`config.mk`:
```
export PLATFORM = sky130hd
export DESIGN_NAME = pmic_control_register_bank
export DESIGN_NICKNAME = d
export VERILOG_FILES = /design/src/rtl/pmic_pkg.sv /design/src/rtl/pmic_sync.sv /design/src/rtl/pmic_control_register_bank.sv
export SDC_FILE = /design/constraint.sdc
export NUM_CORES = 1
export LEC_CHECK = 0
export ABC_AREA = 1
export BUFFER_PORTS_ARGS = -buffer_cell sky130_fd_sc_hd__buf_4
export CORE_UTILIZATION = 30
export DETAILED_ROUTE_END_ITERATION = 6
export MAX_ROUTING_LAYER = met4
export PLACE_DENSITY = 0.56
export SLEW_MARGIN = 20
export SYNTH_ARGS = -nofsm -noshare
export SYNTH_HDL_FRONTEND = slang
export SYNTH_SLANG_ARGS = --single-unit
```
`constraint.sdc`:
```
create_clock -name clk -period 4.51 [get_ports clk]
set_clock_uncertainty 0.15 [all_clocks]
set_input_delay 0.2255 -clock clk [delete_from_list [all_inputs] [get_ports clk]]
set_output_delay 0.2255 -clock clk [all_outputs]
set_load 0.03 [all_outputs]
```
`src/rtl/pmic_pkg.sv`:
```
package pmic_pkg;
   // register map, one byte per address
   localparam int          NUM_REGS     = 18;
   localparam logic [7:0]  ADDR_RSVD0   = 8'h00;
   localparam logic [7:0]  ADDR_CHEN    = 8'h01;
   localparam logic [7:0]  ADDR_CH1     = 8'h02;
   localparam logic [7:0]  ADDR_CH23    = 8'h03;
   localparam logic [7:0]  ADDR_CH4     = 8'h04;
   localparam logic [7:0]  ADDR_RAMP    = 8'h05;
   localparam logic [7:0]  ADDR_MODE    = 8'h06;
   localparam logic [7:0]  ADDR_LATCH   = 8'h07;
   localparam logic [7:0]  ADDR_SWCFG   = 8'h08;
   localparam logic [7:0]  ADDR_THRESH  = 8'h09;
   localparam logic [7:0]  ADDR_RETRY   = 8'h0a;
   localparam logic [7:0]  ADDR_PGSEL   = 8'h0b;
   localparam logic [7:0]  ADDR_LFAULT  = 8'h0c;
   localparam logic [7:0]  ADDR_PGSTATE = 8'h0d;
   localparam logic [7:0]  ADDR_EVFLAG  = 8'h0e;
   localparam logic [7:0]  ADDR_EVMASK  = 8'h0f;
   localparam logic [7:0]  ADDR_RSVD16  = 8'h10;
   localparam logic [7:0]  ADDR_LAST    = 8'h11;

   // field layout and reset values
   localparam int          NUM_CHAN     = 5;
   localparam int          NUM_PG       = 4;
   localparam int          CODE_W       = 5;
   localparam logic [7:0]  CHEN_RST     = 8'h1f;
   localparam logic [7:0]  REG_RST      = 8'h00;

   // channel 1 output voltage, millivolts
   localparam logic [10:0] VOUT_ADJ_MV   = 11'h320;
   localparam logic [10:0] VOUT_FIRST_MV = 11'h352;
   localparam logic [10:0] VOUT_STEP_MV  = 11'h019;

   // fuse strap settles through the synchroniser before it is taken
   localparam logic [1:0]  FUSE_WAIT    = 2'h3;
   localparam logic [3:0]  BIT_LAST     = 4'h8;

   typedef enum logic [3:0] {
      PMIC_IDLE  = 4'h0,
      PMIC_ADDR  = 4'h1,
      PMIC_AACK  = 4'h3,
      PMIC_PTR   = 4'h2,
      PMIC_PACK  = 4'h6,
      PMIC_WDATA = 4'h7,
      PMIC_WACK  = 4'h5,
      PMIC_RDATA = 4'h4,
      PMIC_MACK  = 4'hc
   } pmic_i2c_e;
endpackage

```
`src/rtl/pmic_sync.sv`:
```
module pmic_sync
   import pmic_pkg::*;
#(
   parameter int W = 1
) (
   input  wire logic         clk,
   input  wire logic         rstn,
   input  wire logic [W-1:0] din,
   output logic      [W-1:0] dout
);
   typedef struct packed {
      logic [W-1:0] ff1;
      logic [W-1:0] ff2;
   } pmic_sync_s;

   pmic_sync_s s_r;
   pmic_sync_s s_nxt;

   // first stage feeds only the second stage
   always_comb begin
      s_nxt     = s_r;
      s_nxt.ff1 = din;
      s_nxt.ff2 = s_r.ff1;
   end

   always_ff @(posedge clk) begin
      if (!rstn) begin
         s_r <= '0;
      end else begin
         s_r <= s_nxt;
      end
   end

   assign dout = s_r.ff2;
endmodule

```
`src/rtl/pmic_control_register_bank.sv`:
```
module pmic_control_register_bank
   import pmic_pkg::*;
#(
   parameter logic [6:0] DEV_ADDR = 7'h34  // arbitrary bus address
) (
   input  wire logic                clk,
   input  wire logic                rstn,
   input  wire logic                scl_i,
   input  wire logic                sda_i,
   output logic                     sda_o,
   output logic                     sda_oe,
   input  wire logic [NUM_CHAN-1:0] chan_enable_pin,
   input  wire logic [NUM_PG-1:0]   power_good_in,
   input  wire logic [CODE_W-1:0]   fuse_ch1_code,
   output logic      [NUM_CHAN-1:0] chan_run,
   output logic      [CODE_W-1:0]   ch1_voltage_field,
   output logic      [10:0]         ch1_vout_mv,
   output logic      [7:0]          ch23_code_out,
   output logic      [7:0]          ch4_code_out,
   output logic      [7:0]          ramp_cfg_out,
   output logic      [7:0]          mode_cfg_out,
   output logic      [7:0]          latchoff_cfg_out,
   output logic      [7:0]          switching_cfg_out,
   output logic      [7:0]          threshold_cfg_out,
   output logic      [7:0]          retry_cfg_out,
   output logic      [7:0]          pg_select_out,
   output logic      [7:0]          event_mask_out,
   output logic      [7:0]          restore_cfg_out
);
   localparam int SYNC_W = 2 + NUM_CHAN + NUM_PG + CODE_W;

   typedef struct packed {
      logic [NUM_REGS-1:0][7:0] regs;
      pmic_i2c_e                st;
      logic [3:0]               bitcnt;
      logic [7:0]               shreg;
      logic [7:0]               ptr;
      logic                     rd;
      logic                     scl_q;
      logic                     sda_q;
      logic                     sda_oe;
      logic                     sda_o;
      logic [1:0]               fuse_cnt;
      logic                     fuse_done;
      logic [NUM_CHAN-1:0]      chan_run;
      logic [10:0]              ch1_mv;
   } pmic_state_s;

   pmic_state_s         s_r;
   pmic_state_s         s_nxt;
   logic [SYNC_W-1:0]   sync_in;
   logic [SYNC_W-1:0]   sync_out;
   logic                scl_s;
   logic                sda_s;
   logic [NUM_CHAN-1:0] pin_s;
   logic [NUM_PG-1:0]   pg_s;
   logic [CODE_W-1:0]   fuse_s;
   logic                scl_rise;
   logic                scl_fall;
   logic                bus_start;
   logic                bus_stop;
   logic                wr_fire;
   logic [7:0]          wr_data;
   logic [7:0]          rd_byte;
   logic [CODE_W-1:0]   ch1_code;

   // every pin crosses two flops before the logic looks at it
   assign sync_in = {scl_i, sda_i, chan_enable_pin, power_good_in, fuse_ch1_code};

   pmic_sync #(
      .W (SYNC_W)
   ) u_sync (
      .clk  (clk),
      .rstn (rstn),
      .din  (sync_in),
      .dout (sync_out)
   );

   assign {scl_s, sda_s, pin_s, pg_s, fuse_s} = sync_out;

   // bus events from the synchronised lines against last cycle
   assign scl_rise  = scl_s & ~s_r.scl_q;
   assign scl_fall  = ~scl_s & s_r.scl_q;
   assign bus_start = scl_s & s_r.scl_q & s_r.sda_q & ~sda_s;
   assign bus_stop  = scl_s & s_r.scl_q & ~s_r.sda_q & sda_s;

   assign ch1_code = s_r.regs[ADDR_CH1][CODE_W-1:0];

   // read mux; reserved and unmapped addresses answer zero
   // reserved read zero
   always_comb begin
      rd_byte = REG_RST;
      if (s_r.ptr == ADDR_PGSTATE) begin
         rd_byte = {{(8-NUM_PG){1'b0}}, pg_s};
      end else if (s_r.ptr <= ADDR_LAST && s_r.ptr != ADDR_RSVD0 && s_r.ptr != ADDR_RSVD16) begin
         rd_byte = s_r.regs[s_r.ptr[4:0]];
      end
   end

   // next state: fuse load, serial slave, register update, outputs
   always_comb begin
      s_nxt       = s_r;
      wr_fire     = 1'b0;
      wr_data     = s_r.shreg;
      s_nxt.scl_q = scl_s;
      s_nxt.sda_q = sda_s;

      if (!s_r.fuse_done) begin
         if (s_r.fuse_cnt == FUSE_WAIT) begin
            s_nxt.regs[ADDR_CH1][CODE_W-1:0] = fuse_s;
            s_nxt.fuse_done                  = 1'b1;
         end else begin
            s_nxt.fuse_cnt = 2'(s_r.fuse_cnt + 2'h1);
         end
      end

      // start and stop win over any bit in progress
      if (bus_start) begin
         s_nxt.st     = PMIC_ADDR;
         s_nxt.bitcnt = '0;
         s_nxt.sda_oe = 1'b0;
      end else if (bus_stop) begin
         s_nxt.st     = PMIC_IDLE;
         s_nxt.sda_oe = 1'b0;
      end else begin
         unique case (s_r.st)
            PMIC_IDLE: begin
               s_nxt.sda_oe = 1'b0;
            end
            PMIC_ADDR, PMIC_PTR, PMIC_WDATA: begin
               if (scl_rise) begin
                  s_nxt.shreg  = {s_r.shreg[6:0], sda_s};
                  s_nxt.bitcnt = 4'(s_r.bitcnt + 4'h1);
               end else if (scl_fall && s_r.bitcnt == BIT_LAST) begin
                  s_nxt.bitcnt = '0;
                  if (s_r.st == PMIC_ADDR) begin
                     // foreign address: stay off the bus until next start
                     if (s_r.shreg[7:1] == DEV_ADDR) begin
                        s_nxt.sda_oe = 1'b1;
                        s_nxt.rd     = s_r.shreg[0];
                        s_nxt.st     = PMIC_AACK;
                     end else begin
                        s_nxt.st = PMIC_IDLE;
                     end
                  end else if (s_r.st == PMIC_PTR) begin
                     s_nxt.ptr    = s_r.shreg;
                     s_nxt.sda_oe = 1'b1;
                     s_nxt.st     = PMIC_PACK;
                  end else begin
                     wr_fire      = 1'b1;
                     s_nxt.sda_oe = 1'b1;
                     s_nxt.st     = PMIC_WACK;
                  end
               end
            end
            PMIC_AACK: begin
               if (scl_fall) begin
                  if (s_r.rd) begin
                     s_nxt.shreg  = rd_byte;
                     s_nxt.sda_oe = ~rd_byte[7];
                     s_nxt.st     = PMIC_RDATA;
                  end else begin
                     s_nxt.sda_oe = 1'b0;
                     s_nxt.st     = PMIC_PTR;
                  end
               end
            end
            PMIC_PACK: begin
               if (scl_fall) begin
                  s_nxt.sda_oe = 1'b0;
                  s_nxt.st     = PMIC_WDATA;
               end
            end
            PMIC_WACK: begin
               // auto increment lets a burst fill consecutive registers
               if (scl_fall) begin
                  s_nxt.sda_oe = 1'b0;
                  s_nxt.ptr    = 8'(s_r.ptr + 8'h01);
                  s_nxt.st     = PMIC_WDATA;
               end
            end
            PMIC_RDATA: begin
               if (scl_rise) begin
                  s_nxt.bitcnt = 4'(s_r.bitcnt + 4'h1);
               end else if (scl_fall) begin
                  if (s_r.bitcnt == BIT_LAST) begin
                     s_nxt.bitcnt = '0;
                     s_nxt.sda_oe = 1'b0;
                     s_nxt.ptr    = 8'(s_r.ptr + 8'h01);
                     s_nxt.st     = PMIC_MACK;
                  end else begin
                     s_nxt.shreg  = {s_r.shreg[6:0], 1'b0};
                     s_nxt.sda_oe = ~s_r.shreg[6];
                  end
               end
            end
            PMIC_MACK: begin
               // a high ninth bit from the master ends the read burst
               if (scl_rise && sda_s) begin
                  s_nxt.st = PMIC_IDLE;
               end else if (scl_fall) begin
                  s_nxt.shreg  = rd_byte;
                  s_nxt.sda_oe = ~rd_byte[7];
                  s_nxt.st     = PMIC_RDATA;
               end
            end
            default: begin
               s_nxt.st     = PMIC_IDLE;
               s_nxt.sda_oe = 1'b0;
            end
         endcase
      end

      // register writes; reserved, read-only and unmapped bytes ignored
      // map decode
      if (wr_fire && s_r.ptr <= ADDR_LAST && s_r.ptr != ADDR_RSVD0
          && s_r.ptr != ADDR_RSVD16 && s_r.ptr != ADDR_PGSTATE) begin
         if (s_r.ptr == ADDR_CHEN) begin
            s_nxt.regs[ADDR_CHEN] = {wr_data[7:NUM_CHAN],
                                     (wr_data[NUM_CHAN-1:0] & pin_s) |
                                     (s_r.regs[ADDR_CHEN][NUM_CHAN-1:0] & ~pin_s)};
         end else if (s_r.ptr == ADDR_CH1) begin
            s_nxt.regs[ADDR_CH1] = wr_data;
         end else begin
            s_nxt.regs[s_r.ptr[4:0]] = wr_data;
         end
      end

      s_nxt.regs[ADDR_CHEN][NUM_CHAN-1:0] = s_nxt.regs[ADDR_CHEN][NUM_CHAN-1:0] | ~pin_s;

      s_nxt.chan_run = s_r.regs[ADDR_CHEN][NUM_CHAN-1:0] & pin_s;

      if (ch1_code == '0) begin
         s_nxt.ch1_mv = VOUT_ADJ_MV;
      end else begin
         s_nxt.ch1_mv = 11'(VOUT_FIRST_MV + VOUT_STEP_MV * {6'h00, 5'(ch1_code - 5'h01)});
      end
   end

   always_ff @(posedge clk) begin
      if (!rstn) begin
         s_r                 <= '0;
         s_r.regs[ADDR_CHEN] <= CHEN_RST;
         s_r.st              <= PMIC_IDLE;
      end else begin
         s_r <= s_nxt;
      end
   end

   // open drain: the line is only ever pulled low
   assign sda_o             = s_r.sda_o;
   assign sda_oe            = s_r.sda_oe;
   assign chan_run          = s_r.chan_run;
   assign ch1_voltage_field = s_r.regs[ADDR_CH1][CODE_W-1:0];
   assign ch1_vout_mv       = s_r.ch1_mv;
   assign ch23_code_out     = s_r.regs[ADDR_CH23];
   assign ch4_code_out      = s_r.regs[ADDR_CH4];
   assign ramp_cfg_out      = s_r.regs[ADDR_RAMP];
   assign mode_cfg_out      = s_r.regs[ADDR_MODE];
   assign latchoff_cfg_out  = s_r.regs[ADDR_LATCH];
   assign switching_cfg_out = s_r.regs[ADDR_SWCFG];
   assign threshold_cfg_out = s_r.regs[ADDR_THRESH];
   assign retry_cfg_out     = s_r.regs[ADDR_RETRY];
   assign pg_select_out     = s_r.regs[ADDR_PGSEL];
   assign event_mask_out    = s_r.regs[ADDR_EVMASK];
   assign restore_cfg_out   = s_r.regs[ADDR_LAST];
endmodule

```
==> results.md, run 1 <==
* Largest net degree at the start of global routing at 104
* Hold Path Class: input pin to flop
* Actual slew at the worst max-slew pin at 1060 ps
* Post-route ant nets at 0
* Area delta synth->final at 12.2%
* Seq/Total Area, Yosys at 37.1%
* I/O pins at 129
* Simple-Gate Fraction of Synth Area at 33.2%
* Share of Yosys cell area claimed by the top area cell type at 37.1%
* Buf/Inv on CP at 4
* CP Capture Type: flop
* Post-CTS setup repair buffer count at 0
* Gr usage total at 17.0%
* Final Hold Violating Endpoints at 0
* Antenna Cells at 0
* Num rows at 72
* Die width at 202 um
* CTS Buf Count at 27
* Input/output buffers at 127
* Die area at 40,900 um^2
* Count of cell types in the netlist at 37
* Worst path cell trace: inv_1, ha_1, nand3_1, inv_1, nor2_1, nor2_1, buf_4, fa_1, inv_1, fa_1, ha_1, nand3_1, a21boi_0, o21ai_0, nand2_1, a21oi_1, nand2_1, o21ai_0, nor2_1
* Register clock-pin slew on the reported worst setup and hold paths at 60 ps
* Psw at 2700 uW
* Average cell area after synthesis at 6.52 um^2
* Final cell count without fillers at 2,368
* Setup violations, final at 0
* Max Fclk at 0.255 GHz
* CTS tree: done
* P_int at 3950 uW
* Crit start category: flop
* Leak at 0.00714 uW
* Grt ovf at 0
* Critical Path AT at 4190 ps
* Outcome: finished clean
* Commonest non-fill, non-tap cells in the layout: nand2_1 (505), nor2_1 (336), inv_1 (236), dfxtp_1 (222), buf_4 (136)
* Final Cycle Share at 87.1%
* Crit Path Class: flop to flop
* Clock root buffer: clkbuf_16
* Largest family of logic cells by synthesized area: simple AND/OR/NAND/NOR gates
* Post-synthesis mux area share at 0%
* CTS H-tree depth at 1
* Top Layer Used: met4
* Clock Tree Buf Depth at 3
* Met3 wire length at 1.81 mm
* CTS Sinks at 223
* Seq cells post-synth at 223
* Max-cap violations at 0
* Max Slew Vio Count at 0
* Final worst path period need at 3930 ps
* Routed wl met2 at 15.3 mm
* Placed cells at 2,306
* Fin Setup TNS at 0 ps
* Switching share of power at 40.5%
* Compound-cell area share of the yosys netlist at 8.20%
* Share of cells above drive strength 1 at 11.9%
* Vias at 10,500
* First-pass GRT wire length at 54.1 mm
* Post-Synth Adder-Cell Area at 3.14%
* Clk network pwr share at 31.5%
* Mapped Nets at 1,891
* Slowest stage cell on the critical path: fa_1
* Commonest non-fill, non-tap cell in the layout: nand2_1
* First-pass DRT Iterations at 5
* Core Area at 39,100 um^2
* Vias/cell at 4.44
* Top cells by area, synth: dfxtp_1 (37%), nand2_1 (16%), nor2_1 (11%)
* Worst relative slew slack at 29.2%
* Dpl hpwl at 23.4 mm
* Power per Cell Area at 493 nW/um^2
* Remaining DRCs at 0
* Logic pwr share at 32.9%
* Vias in the first global route at 9,653
* Unrepaired setup endpoints after global routing: false
* Fillers at 4,238
* Drt wl/cell at 14.3 um
* CTS resizes at 0
* DRT iter0 DRCs at 672
* Xor/xnor share of the synthesized area at 0.583%
* Die height at 202 um
* Synth warnings at 0
* Starting Density at 30.8%
* Critical path peak fanout at 7
* Final nets at 1,880
* Cell area after synthesis at 12,000 um^2
* CP top delay family: adder cells
* Metal1 wirelength at 16.1 mm
* Synth area leader: dfxtp_1
* Initial antenna violation count at 0
* Routability cong. at 0.848
* Critical Path RT at 4770 ps
* Syn Inst Count at 1,844
* Skew-Pair Late Insertion Delay at 530 ps
* Worst vdd ir at 280 uV
* Final wirelength at 33.9 mm
* Slowest cell delay on critical path at 530 ps
* Sequential power share at 35.6%
synth_stat cells, drive strengths merged:
master	count
a31oi	5
nor2	344
inv	238
o211ai	4
buf	154
conb	1
clkbuf	39
fa	2
xnor2	3
xor2	5
nand3	83
a21oi	75
nand2	517
o32ai	1
nand4	5
dfxtp	223
or2	1
o31ai	5
ha	27
a211oi	1
o21a	1
nor3b	3
o21ai	94
nor3	11
o211a	1
a21boi	1
state kept, by name, indices dropped and copies added (netlist names), 11 cells and up:
name and cells:
u_sync.dout 16, u_sync.s_nxt 16, ch1_vout_mv 11, s_r 73
worst register-to-register path: stages, from the launching register on:
cell,delay (ps)
dfxtp_1,410
inv_1,120
ha_1,270
nand3_1,130
inv_1,50
nor2_1,120
nor2_1,50
buf_4,160
fa_1,530
inv_1,50
fa_1,460
ha_1,350
nand3_1,110
a21boi_0,110
o21ai_0,270
nand2_1,120
a21oi_1,170
nand2_1,60
o21ai_0,70
nor2_1,50
final cells by class:
| type | count | area, um^2 | area share, % |
|---|---|---|---|
| Inverter | 238 | 893 | 6.62 |
| Tap cell | 518 | 648 | 4.80 |
| Sequential cell | 223 | 4470 | 33.1 |
| Clock buffer | 37 | 763 | 5.66 |
| Timing Repair Buffer | 153 | 1190 | 8.84 |
| Multi-Input combinational cell | 1190 | 5450 | 40.4 |
| Clock inverter | 9 | 83.8 | 0.621 |
path summary, 6_finish.rpt:
| check | end | slack (ps) | from | depth (start not counted) |
|---|---|---|---|---|
| max | ch1_vout_mv[10]$_SDFF_PP0_ | 580 | ch1_voltage_field[0]$_SDFF_PN0_ | 19 |
| min reg2reg | u_sync.dout[11]$_SDFF_PN0_ | 260 | u_sync.s_nxt[11]$_SDFF_PN0_ | 2 |
| max reg2reg | ch1_vout_mv[10]$_SDFF_PP0_ | 580 | ch1_voltage_field[0]$_SDFF_PN0_ | 19 |
| min | u_sync.s_nxt[4]$_SDFF_PN0_ | 50 | rstn | 3 |
per-stage QoR:
step | util (%) | hold WS, ps | instance area [um^2] | worst slack, ps | total power (uW)
global route | 34.5 | 105 | 13500 | 208 | 7080
floorplan | - | 173 | 12000 | 941 | 3870
detailed placement | 31.9 | 248 | 12500 | 581 | 4570
finish | 34.5 | 47.3 | 13500 | 583 | 6650
global placement | 31.9 | 254 | 12500 | 619 | 4550
CTS | 34.5 | 81.2 | 13500 | 587 | 6690
cells by family after synthesis:
logic type | count (synthesis)
flip-flops | 223
AND/OR/NAND/NOR | 964
buffers and inverters | 431
AO/OA/AOI/OAI | 188
other | 1
adder cells (fa/ha/maj) | 29
XOR/XNOR | 8
power groups by stage:
stage	clock, uW	sequential (uW)	combinational, uW
3_5_place_dp	0	2410	2160
4_1_cts	2150	2370	2180
2_1_floorplan	0	2190	1680
5_1_grt	2240	2390	2460
3_3_place_gp	0	2410	2150
6_report	2090	2370	2190
per-layer routing:
layer / up-vias / track usage (%)
li1: 5462 / -
met1: 4719 / 23.3
met2: 277 / 26.5
met3: 52 / 2.06
met4: 0 / 4.03
met5: - / -
what timing repair did:
action,CTS,global route
endpoints found under the setup margin,0,0
hold buffers,16,0
endpoints found under the hold margin,16,0
Note: power is estimated with default switching activity, not from simulation.
==> run 2, diff against run 1 <==
--- a/config.mk
+++ b/config.mk
@@ -7,7 +7,9 @@
 export LEC_CHECK = 0
 export ABC_AREA = 1
 export BUFFER_PORTS_ARGS = -buffer_cell sky130_fd_sc_hd__buf_4
+export CORE_MARGIN = 2
 export CORE_UTILIZATION = 30
+export CTS_BUF_LIST = sky130_fd_sc_hd__clkbuf_4 sky130_fd_sc_hd__clkbuf_8 sky130_fd_sc_hd__clkbuf_16
 export DETAILED_ROUTE_END_ITERATION = 6
 export MAX_ROUTING_LAYER = met4
 export PLACE_DENSITY = 0.56
==> run 2 against run 1 <==
The flow now finishes with violations (hold timing); combinational power is 3% higher; global-route usage decreased by 0.38 points; via count barely moved; setup slack improved by 21 ps; register-to-register slack improved by 20 ps; hold slack worse by 60 ps; maximum frequency is 0.54% higher; total power up 1.9%; critical endpoint unchanged.
==> results.md, run 2 (synthesis gave the netlist of run 1 again) <==
* Post-layout util at 34.2% (-0.30 points)
* Num rows at 73 (+1.4%)
* Hold Path Class: input pin to flop
* Power per Cell Area at 499 nW/um^2 (+1.3%)
* Vias in the first global route at 9,724 (+0.74%)
* Failing checks: hold timing
* Hold slack at -13.0 ps (-60.3 ps)
* Critical path peak fanout at 7 (unchanged)
* Fillers at 4,300 (+1.5%)
* Critical Path AT at 4170 ps (-20 ps)
* Setup violations, final at 0 (unchanged)
* Unrepaired setup endpoints after global routing: false
* CTS Sinks at 223 (unchanged)
* Clock root buffer: clkbuf_16
* Fin worst setup slack at 604 ps (+20.9 ps)
* First-pass DRT Iterations at 5 (unchanged)
* Clock Tree Buf Depth at 3 (unchanged)
* Input/output buffers at 127 (unchanged)
* Vias at 10,500 (+0.0095%)
* Commonest non-fill, non-tap cells in the layout: nand2_1 (505), nor2_1 (337), inv_1 (236), dfxtp_1 (222), buf_4 (137)
* Crit start category: flop
* CP Capture Type: flop
* Share of cells above drive strength 1 at 12.3% (+0.36 points)
* Drt wl/cell at 14.3 um (-0.41%)
* Slowest cell delay on critical path at 530 ps (about the same)
* Die width at 204 um (+0.99%)
* Fin Setup TNS at 0 ps (unchanged)
* Grt ovf at 0 (unchanged)
* Dpl hpwl at 23.3 mm (-0.54%)
* Area delta synth->final at 12.8%
* Die area at 41,700 um^2 (+2.0%)
* CTS Buf Count at 27 (unchanged)
* DRT iter0 DRCs at 786 (+17%)
* Register clock-pin slew on the reported worst setup and hold paths at 60 ps (about the same)
* Final worst path period need at 3910 ps (-20.9 ps)
* Routability cong. at 0.848 (unchanged)
* First-pass GRT wire length at 53.6 mm (-1.0%)
* Final nets at 1,881 (+0.053%)
* Post-CTS setup repair buffer count at 0 (unchanged)
* Commonest non-fill, non-tap cell in the layout: nand2_1
* Max reg flops at 73 (unchanged)
* Starting Density at 30.3% (-0.42 points)
* Critical Path RT at 4780 ps (about the same)
* Antenna Cells at 0 (unchanged)
* Final wirelength at 33.9 mm (about the same)
* CTS H-tree depth at 1 (unchanged)
* Crit Path Class: flop to flop
* Skew-Pair Late Insertion Delay at 540 ps (about the same)
* Slowest stage cell on the critical path: fa_1
* Actual slew at the worst max-slew pin at 1090 ps (+28.4 ps)
* Gr usage total at 16.6% (-0.38 points)
* Final Hold Violating Endpoints at 4 (+4)
* Remaining DRCs at 0 (unchanged)
* Max-cap violations at 0 (unchanged)
* Hold Path Stages at 3 (unchanged)
* CTS tree: done
* Worst vdd ir at 252 uV (-9.8%)
* Worst relative slew slack at 27.2% (-2.1 points)
* Dpl ws at 614 ps (+32.6 ps)
* Vias/cell at 4.42 (-0.41%)
* Final Cycle Share at 86.6% (-0.46 points)
* Max Slew Vio Count at 0 (unchanged)
* CTS Hold Bufs at 16 (unchanged)
* Largest net degree at the start of global routing at 97 (-6.7%)
* Die height at 204 um (+0.99%)
* Outcome: finished, violations left
* I/O pins at 129 (unchanged)
* Register name with the most flops: s_r
* Worst path cell trace: inv_1, ha_1, nand3_1, inv_1, nor2_1, nor2_1, buf_4, fa_1, inv_1, fa_1, ha_1, nand3_1, a21boi_0, o21ai_0, nand2_1, a21oi_1, nand2_1, o21ai_0, nor2_1
* CTS resizes at 0 (unchanged)
* Worst reg2reg path depth at 19 (unchanged)
* Initial antenna violation count at 0 (unchanged)
* Post-route ant nets at 0 (unchanged)
* Core Area at 39,600 um^2 (+1.4%)
* Leak at 0.00718 uW (+0.54%)
* Max Fclk at 0.256 GHz (+0.54%)
## run 2: cell count changes in the layout (fill, tap and decap cells not counted), moves of 2 or more
cell	before	now
clkinv_2	4	7
clkbuf_4	0	5
bufinv_16	1	3
clkbuf_1	5	0
clkbuf_8	5	2
clkinv_4	3	1
## run 2: final timing paths
| kind | from | to | slack [ps] |
|---|---|---|---|
| setup / recovery | ch1_voltage_field[0]$_SDFF_PN0_ | ch1_vout_mv[10]$_SDFF_PP0_ | 600 |
| hold / removal | rstn | u_sync.s_nxt[2]$_SDFF_PN0_ | -10 |
| setup reg to reg | ch1_voltage_field[0]$_SDFF_PN0_ | ch1_vout_mv[10]$_SDFF_PP0_ | 600 |
| hold reg to reg | u_sync.s_nxt[15]$_SDFF_PN0_ | u_sync.dout[15]$_SDFF_PN0_ | 260 |
## run 2: where the power goes
| group | leakage (uW) | total, uW | internal (uW) | switching [uW] |
|---|---|---|---|---|
| sequential | 0.00181 | 2320 | 2090 | 230 |
| clock | 0.000453 | 2200 | 1330 | 866 |
| combinational | 0.00492 | 2260 | 640 | 1620 |
| total | 0.00718 | 6770 | 4060 | 2710 |
## run 2: stage by stage
stage                     total power, uW  instance area, um^2  instances
after floorplan                      3870                12000       1844
after global placement               4560                12500       2314
after detailed placement             4580                12500       2314
after CTS                            6800                13600       2378
after global routing                 7210                13600       2378
final                                6770                13600       2378
## run 2: worst max-delay path: cells and delay by family, from the launching register on
| kind | cells | cell delay, ps |
|---|---|---|
| AO/OA/AOI/OAI | 4 | 590 |
| adder cells (fa/ha/maj) | 4 | 1630 |
| buffers and inverters | 4 | 370 |
| flip-flops | 1 | 410 |
| AND/OR/NAND/NOR | 7 | 630 |
## run 2: layout make-up
cell class / count / area (um^2) / area share, %
Multi-Input combinational cell: 1190 / 5450 / 40.2
Clock inverter: 14 / 156 / 1.15
Inverter: 238 / 893 / 6.59
Tap cell: 525 / 657 / 4.84
Clock buffer: 34 / 741 / 5.46
Timing Repair Buffer: 154 / 1200 / 8.85
Sequential cell: 223 / 4470 / 32.9
## run 2: metal layers
| layer | wire length [um] | up-vias | share of wire, % | GRT usage (%) |
|---|---|---|---|---|
| met2 | 15600 | 260 | 46 | 26.9 |
| met3 | 1830 | 39 | 5.4 | 1.99 |
| li1 | - | 5459 | - | - |
| met4 | 617 | 0 | 1.8 | 3.55 |
| met1 | 15900 | 4753 | 47 | 22.2 |
| met5 | 0 | - | 0 | - |
==> run 3, diff against run 2 <==
--- a/config.mk
+++ b/config.mk
@@ -16,4 +16,5 @@
 export SLEW_MARGIN = 20
 export SYNTH_ARGS = -nofsm -noshare
 export SYNTH_HDL_FRONTEND = slang
+export SYNTH_HIERARCHICAL = 1
 export SYNTH_SLANG_ARGS = --single-unit
==> run 3 against run 2 <==
The flow now finishes without violations; critical path type unchanged; combinational power grew 7%; total power grew 6.6%; routed wire length grew 7.6%; sequential share of layout area shrank 0.46 points; cell count shrank 1.7%; synthesized cell count shrank 2.2%; synthesized area grew 0.94%.
==> results.md, run 3 <==
* Outcome: finished clean
* Sequential power share at 33.3% (-0.9 points)
* Die height at 205 um (+0.46%)
* Die area at 42,100 um^2 (+0.92%)
* Worst vdd ir at 304 uV (+21%)
* Max-cap violations at 0 (unchanged)
* Input/output buffers at 127 (unchanged)
* Cell area after synthesis at 12,100 um^2 (+0.94%)
* Clock root buffer: clkbuf_16
* Core Area at 39,800 um^2 (+0.46%)
* Vias in the first global route at 10,000 (+3.0%)
* CTS H-tree depth at 1 (unchanged)
* Initial antenna violation count at 0 (unchanged)
* Post-synth EDFFs at 0 (unchanged)
* Drt wl/cell at 15.6 um (+9.4%)
* Final worst path period need at 3840 ps (-69.5 ps)
* Routability cong. at 0.889 (+4.8%)
* CTS resizes at 0 (unchanged)
* Worst path cell trace: inv_1, ha_1, nand3_1, nor2_1, nor2_1, buf_4, fa_1, inv_1, fa_1, ha_1, nand3_1, a21boi_0, o21ai_0, nand2_1, a21oi_1, nand2_1, nand2_1, nor2_1
* Commonest non-fill, non-tap cells in the layout: nand2_1 (435), nor2_1 (256), inv_1 (232), dfxtp_1 (222), buf_4 (137)
* Crit Path Class: flop to flop
* Worst relative slew slack at 40.1% (+13 points)
* Remaining DRCs at 0 (unchanged)
* Skew-Pair Late Insertion Delay at 550 ps (about the same)
* Final Cycle Share at 85.1% (-1.5 points)
* Largest net degree at the start of global routing at 82 (-15%)
* Seq cells post-synth at 223 (unchanged)
* Total power at 7220 uW (+6.6%)
* Share of cells above drive strength 1 at 13.5% (+1.3 points)
* Die width at 205 um (+0.46%)
* Logic pwr share at 33.5% (+0.2 points)
* Crit start category: flop
* Vias/cell at 4.58 (+3.5%)
* Critical Path RT at 4780 ps (about the same)
* Grt ovf at 0 (unchanged)
* Most common flop cell mapped by yosys: dfxtp_1
* Synth top cells by count: nand2_1 (435), nor2_1 (256), inv_1 (232), dfxtp_1 (223), buf_4 (115)
* Commonest non-fill, non-tap cell in the layout: nand2_1
* Slowest cell delay on critical path at 540 ps (about the same)
* Register clock-pin slew on the reported worst setup and hold paths at 60 ps (about the same)
* Gr usage total at 17.7% (+1.1 points)
* Area delta synth->final at 13.3%
* CTS Buf Count at 27 (unchanged)
* Register name with the most flops: s_r
* Clock Tree Buf Depth at 3 (unchanged)
* Fin Setup TNS at 0 ps (unchanged)
* Average cell area after synthesis at 6.73 um^2 (+3.2%)
* Reg-to-reg slack, setup at 670 ps (+70 ps)
* Max reg flops at 73 (unchanged)
* Slowest stage cell on the critical path: fa_1
* Dpl hpwl at 25.5 mm (+9.6%)
* Ys async rst share at 0% (unchanged)
* Clk network pwr share at 33.3% (+0.8 points)
* CTS Sinks at 223 (unchanged)
* Max Fclk at 0.261 GHz (+1.8%)
* Syn Inst Count at 1,803 (-2.2%)
* Critical path peak fanout at 8 (+1)
* Unrepaired setup endpoints after global routing: false
* Vias at 10,700 (+1.8%)
* First-pass DRT Iterations at 5 (unchanged)
* Synth warnings at 6 (+6)
* Top-count cell post-synth: nand2_1
* CTS tree: done
* Synth area leader: dfxtp_1
* Actual slew at the worst max-slew pin at 899 ps (-190 ps)
* Num rows at 73 (unchanged)
* Share of Yosys cell area claimed by the top area cell type at 36.8% (-0.34 points)
* Starting Density at 30.5% (+0.14 points)
* Post-route ant nets at 0 (unchanged)
* Top cells by area, synth: dfxtp_1 (37%), nand2_1 (13%), nor2_1 (7.9%)
* Switching share of power at 40.8% (+0.71 points)
* Mapped Nets at 1,850 (-2.2%)
* First-pass GRT wire length at 57.2 mm (+6.9%)
* Setup violations, final at 0 (unchanged)
* Hold Path Class: input pin to flop
* CP Capture Type: flop
* I/O pins at 129 (unchanged)
* Power per Cell Area at 525 nW/um^2 (+5.1%)
* Leak at 0.00647 uW (-9.9%)
* Seq/Total Area, Yosys at 36.8% (-0.34 points)
* Critical Path AT at 4110 ps (-60 ps)
* Psw at 2940 uW (+8.5%)
* Final nets at 1,840 (-2.2%)
* Final Hold Violating Endpoints at 0 (-4)
* P_int at 4280 uW (+5.3%)
* Final wirelength at 36.5 mm (+7.6%)
* Count of cell types in the netlist at 45 (+22%)
* Max Slew Vio Count at 0 (unchanged)
* DRT iter0 DRCs at 685 (-13%)
* Antenna Cells at 0 (unchanged)
==> run 3: what timing repair did <==
action | in CTS | in global routing
endpoints found under the hold margin | 16 | 0
hold buffers | 16 | 0
setup buffers | 0 | 0
endpoints found under the setup margin | 0 | 0
==> run 3: power by group through the flow <==
stage	clock network (uW)	registers (uW)	logic (uW)
2_1_floorplan	0	2190	1830
3_3_place_gp	0	2440	2350
3_5_place_dp	0	2440	2360
4_1_cts	2470	2390	2390
5_1_grt	2550	2410	2680
6_report	2400	2400	2420
==> run 3: cells by family (layout without fill, tap and decap cells) <==
kind of cell / after synthesis / after routing / share of synthesized area, %
flops: 223 / 223 / 36.8
buf+inv: 440 / 450 / 17.8
mux: 7 / 7 / 0.629
xor+xnor: 9 / 9 / 0.649
other cells: 1 / 1 / 0.0309
compound gates: 224 / 224 / 9.44
simple gates: 870 / 870 / 31.5
fa+ha+maj: 29 / 29 / 3.11
==> run 3: final timing paths <==
kind                                                      start                         end  cells past startpoint
worst min-delay path                                       rstn  u_sync/dout[15]$_SDFF_PN0_                      3
worst max register to register  ch1_voltage_field[0]$_SDFF_PN0_  ch1_vout_mv[10]$_SDFF_PP0_                     18
worst max-delay path            ch1_voltage_field[0]$_SDFF_PN0_  ch1_vout_mv[10]$_SDFF_PP0_                     18
worst min register to register       u_sync/s_nxt[5]$_SDFF_PN0_   u_sync/dout[5]$_SDFF_PN0_                      2
==> run 3: metal layers <==
layer  up-vias  wire length (um)  part of all wire [%]  global-route usage [%]
met5         -                 0                     0                       -
met4         0               563                   1.5                    3.93
met3        34              1990                   5.4                    2.26
met2       292             16700                    46                    28.0
met1      4878             17300                    47                    24.1
li1       5493                 -                     -                       -
==> run 3: stage by stage <==
step | cell area, um^2 | hold WS (ps) | utilization, % | cells | setup WS [ps]
6_report | 13800 | 96.0 | 34.5 | 2338 | 674
5_1_grt | 13800 | 164 | 34.5 | 2338 | 309
4_1_cts | 13700 | 115 | 34.5 | 2337 | 675
3_5_place_dp | 12600 | 258 | 31.6 | 2272 | 684
3_3_place_gp | 12600 | 256 | 31.6 | 2272 | 766
2_1_floorplan | 12100 | 169 | - | 1803 | 936
==> run 3: layout make-up <==
type	instances	area, um^2
Timing Repair Buffer	154	1200
Clock buffer	37	800
Fill cell	4330	26100
Sequential cell	223	4470
Clock inverter	12	191
Multi-Input combinational cell	1140	5510
Tap cell	525	657
Inverter	247	927
==> run 3: worst max-delay path: cells and delay by family (launching register included) <==
family | cells | cell delay [ps]
AOI/OAI and AO/OA | 3 | 510
adders and majority gates | 4 | 1630
buffers and inverters | 3 | 350
DFF | 1 | 350
and+or+nand+nor | 8 | 740
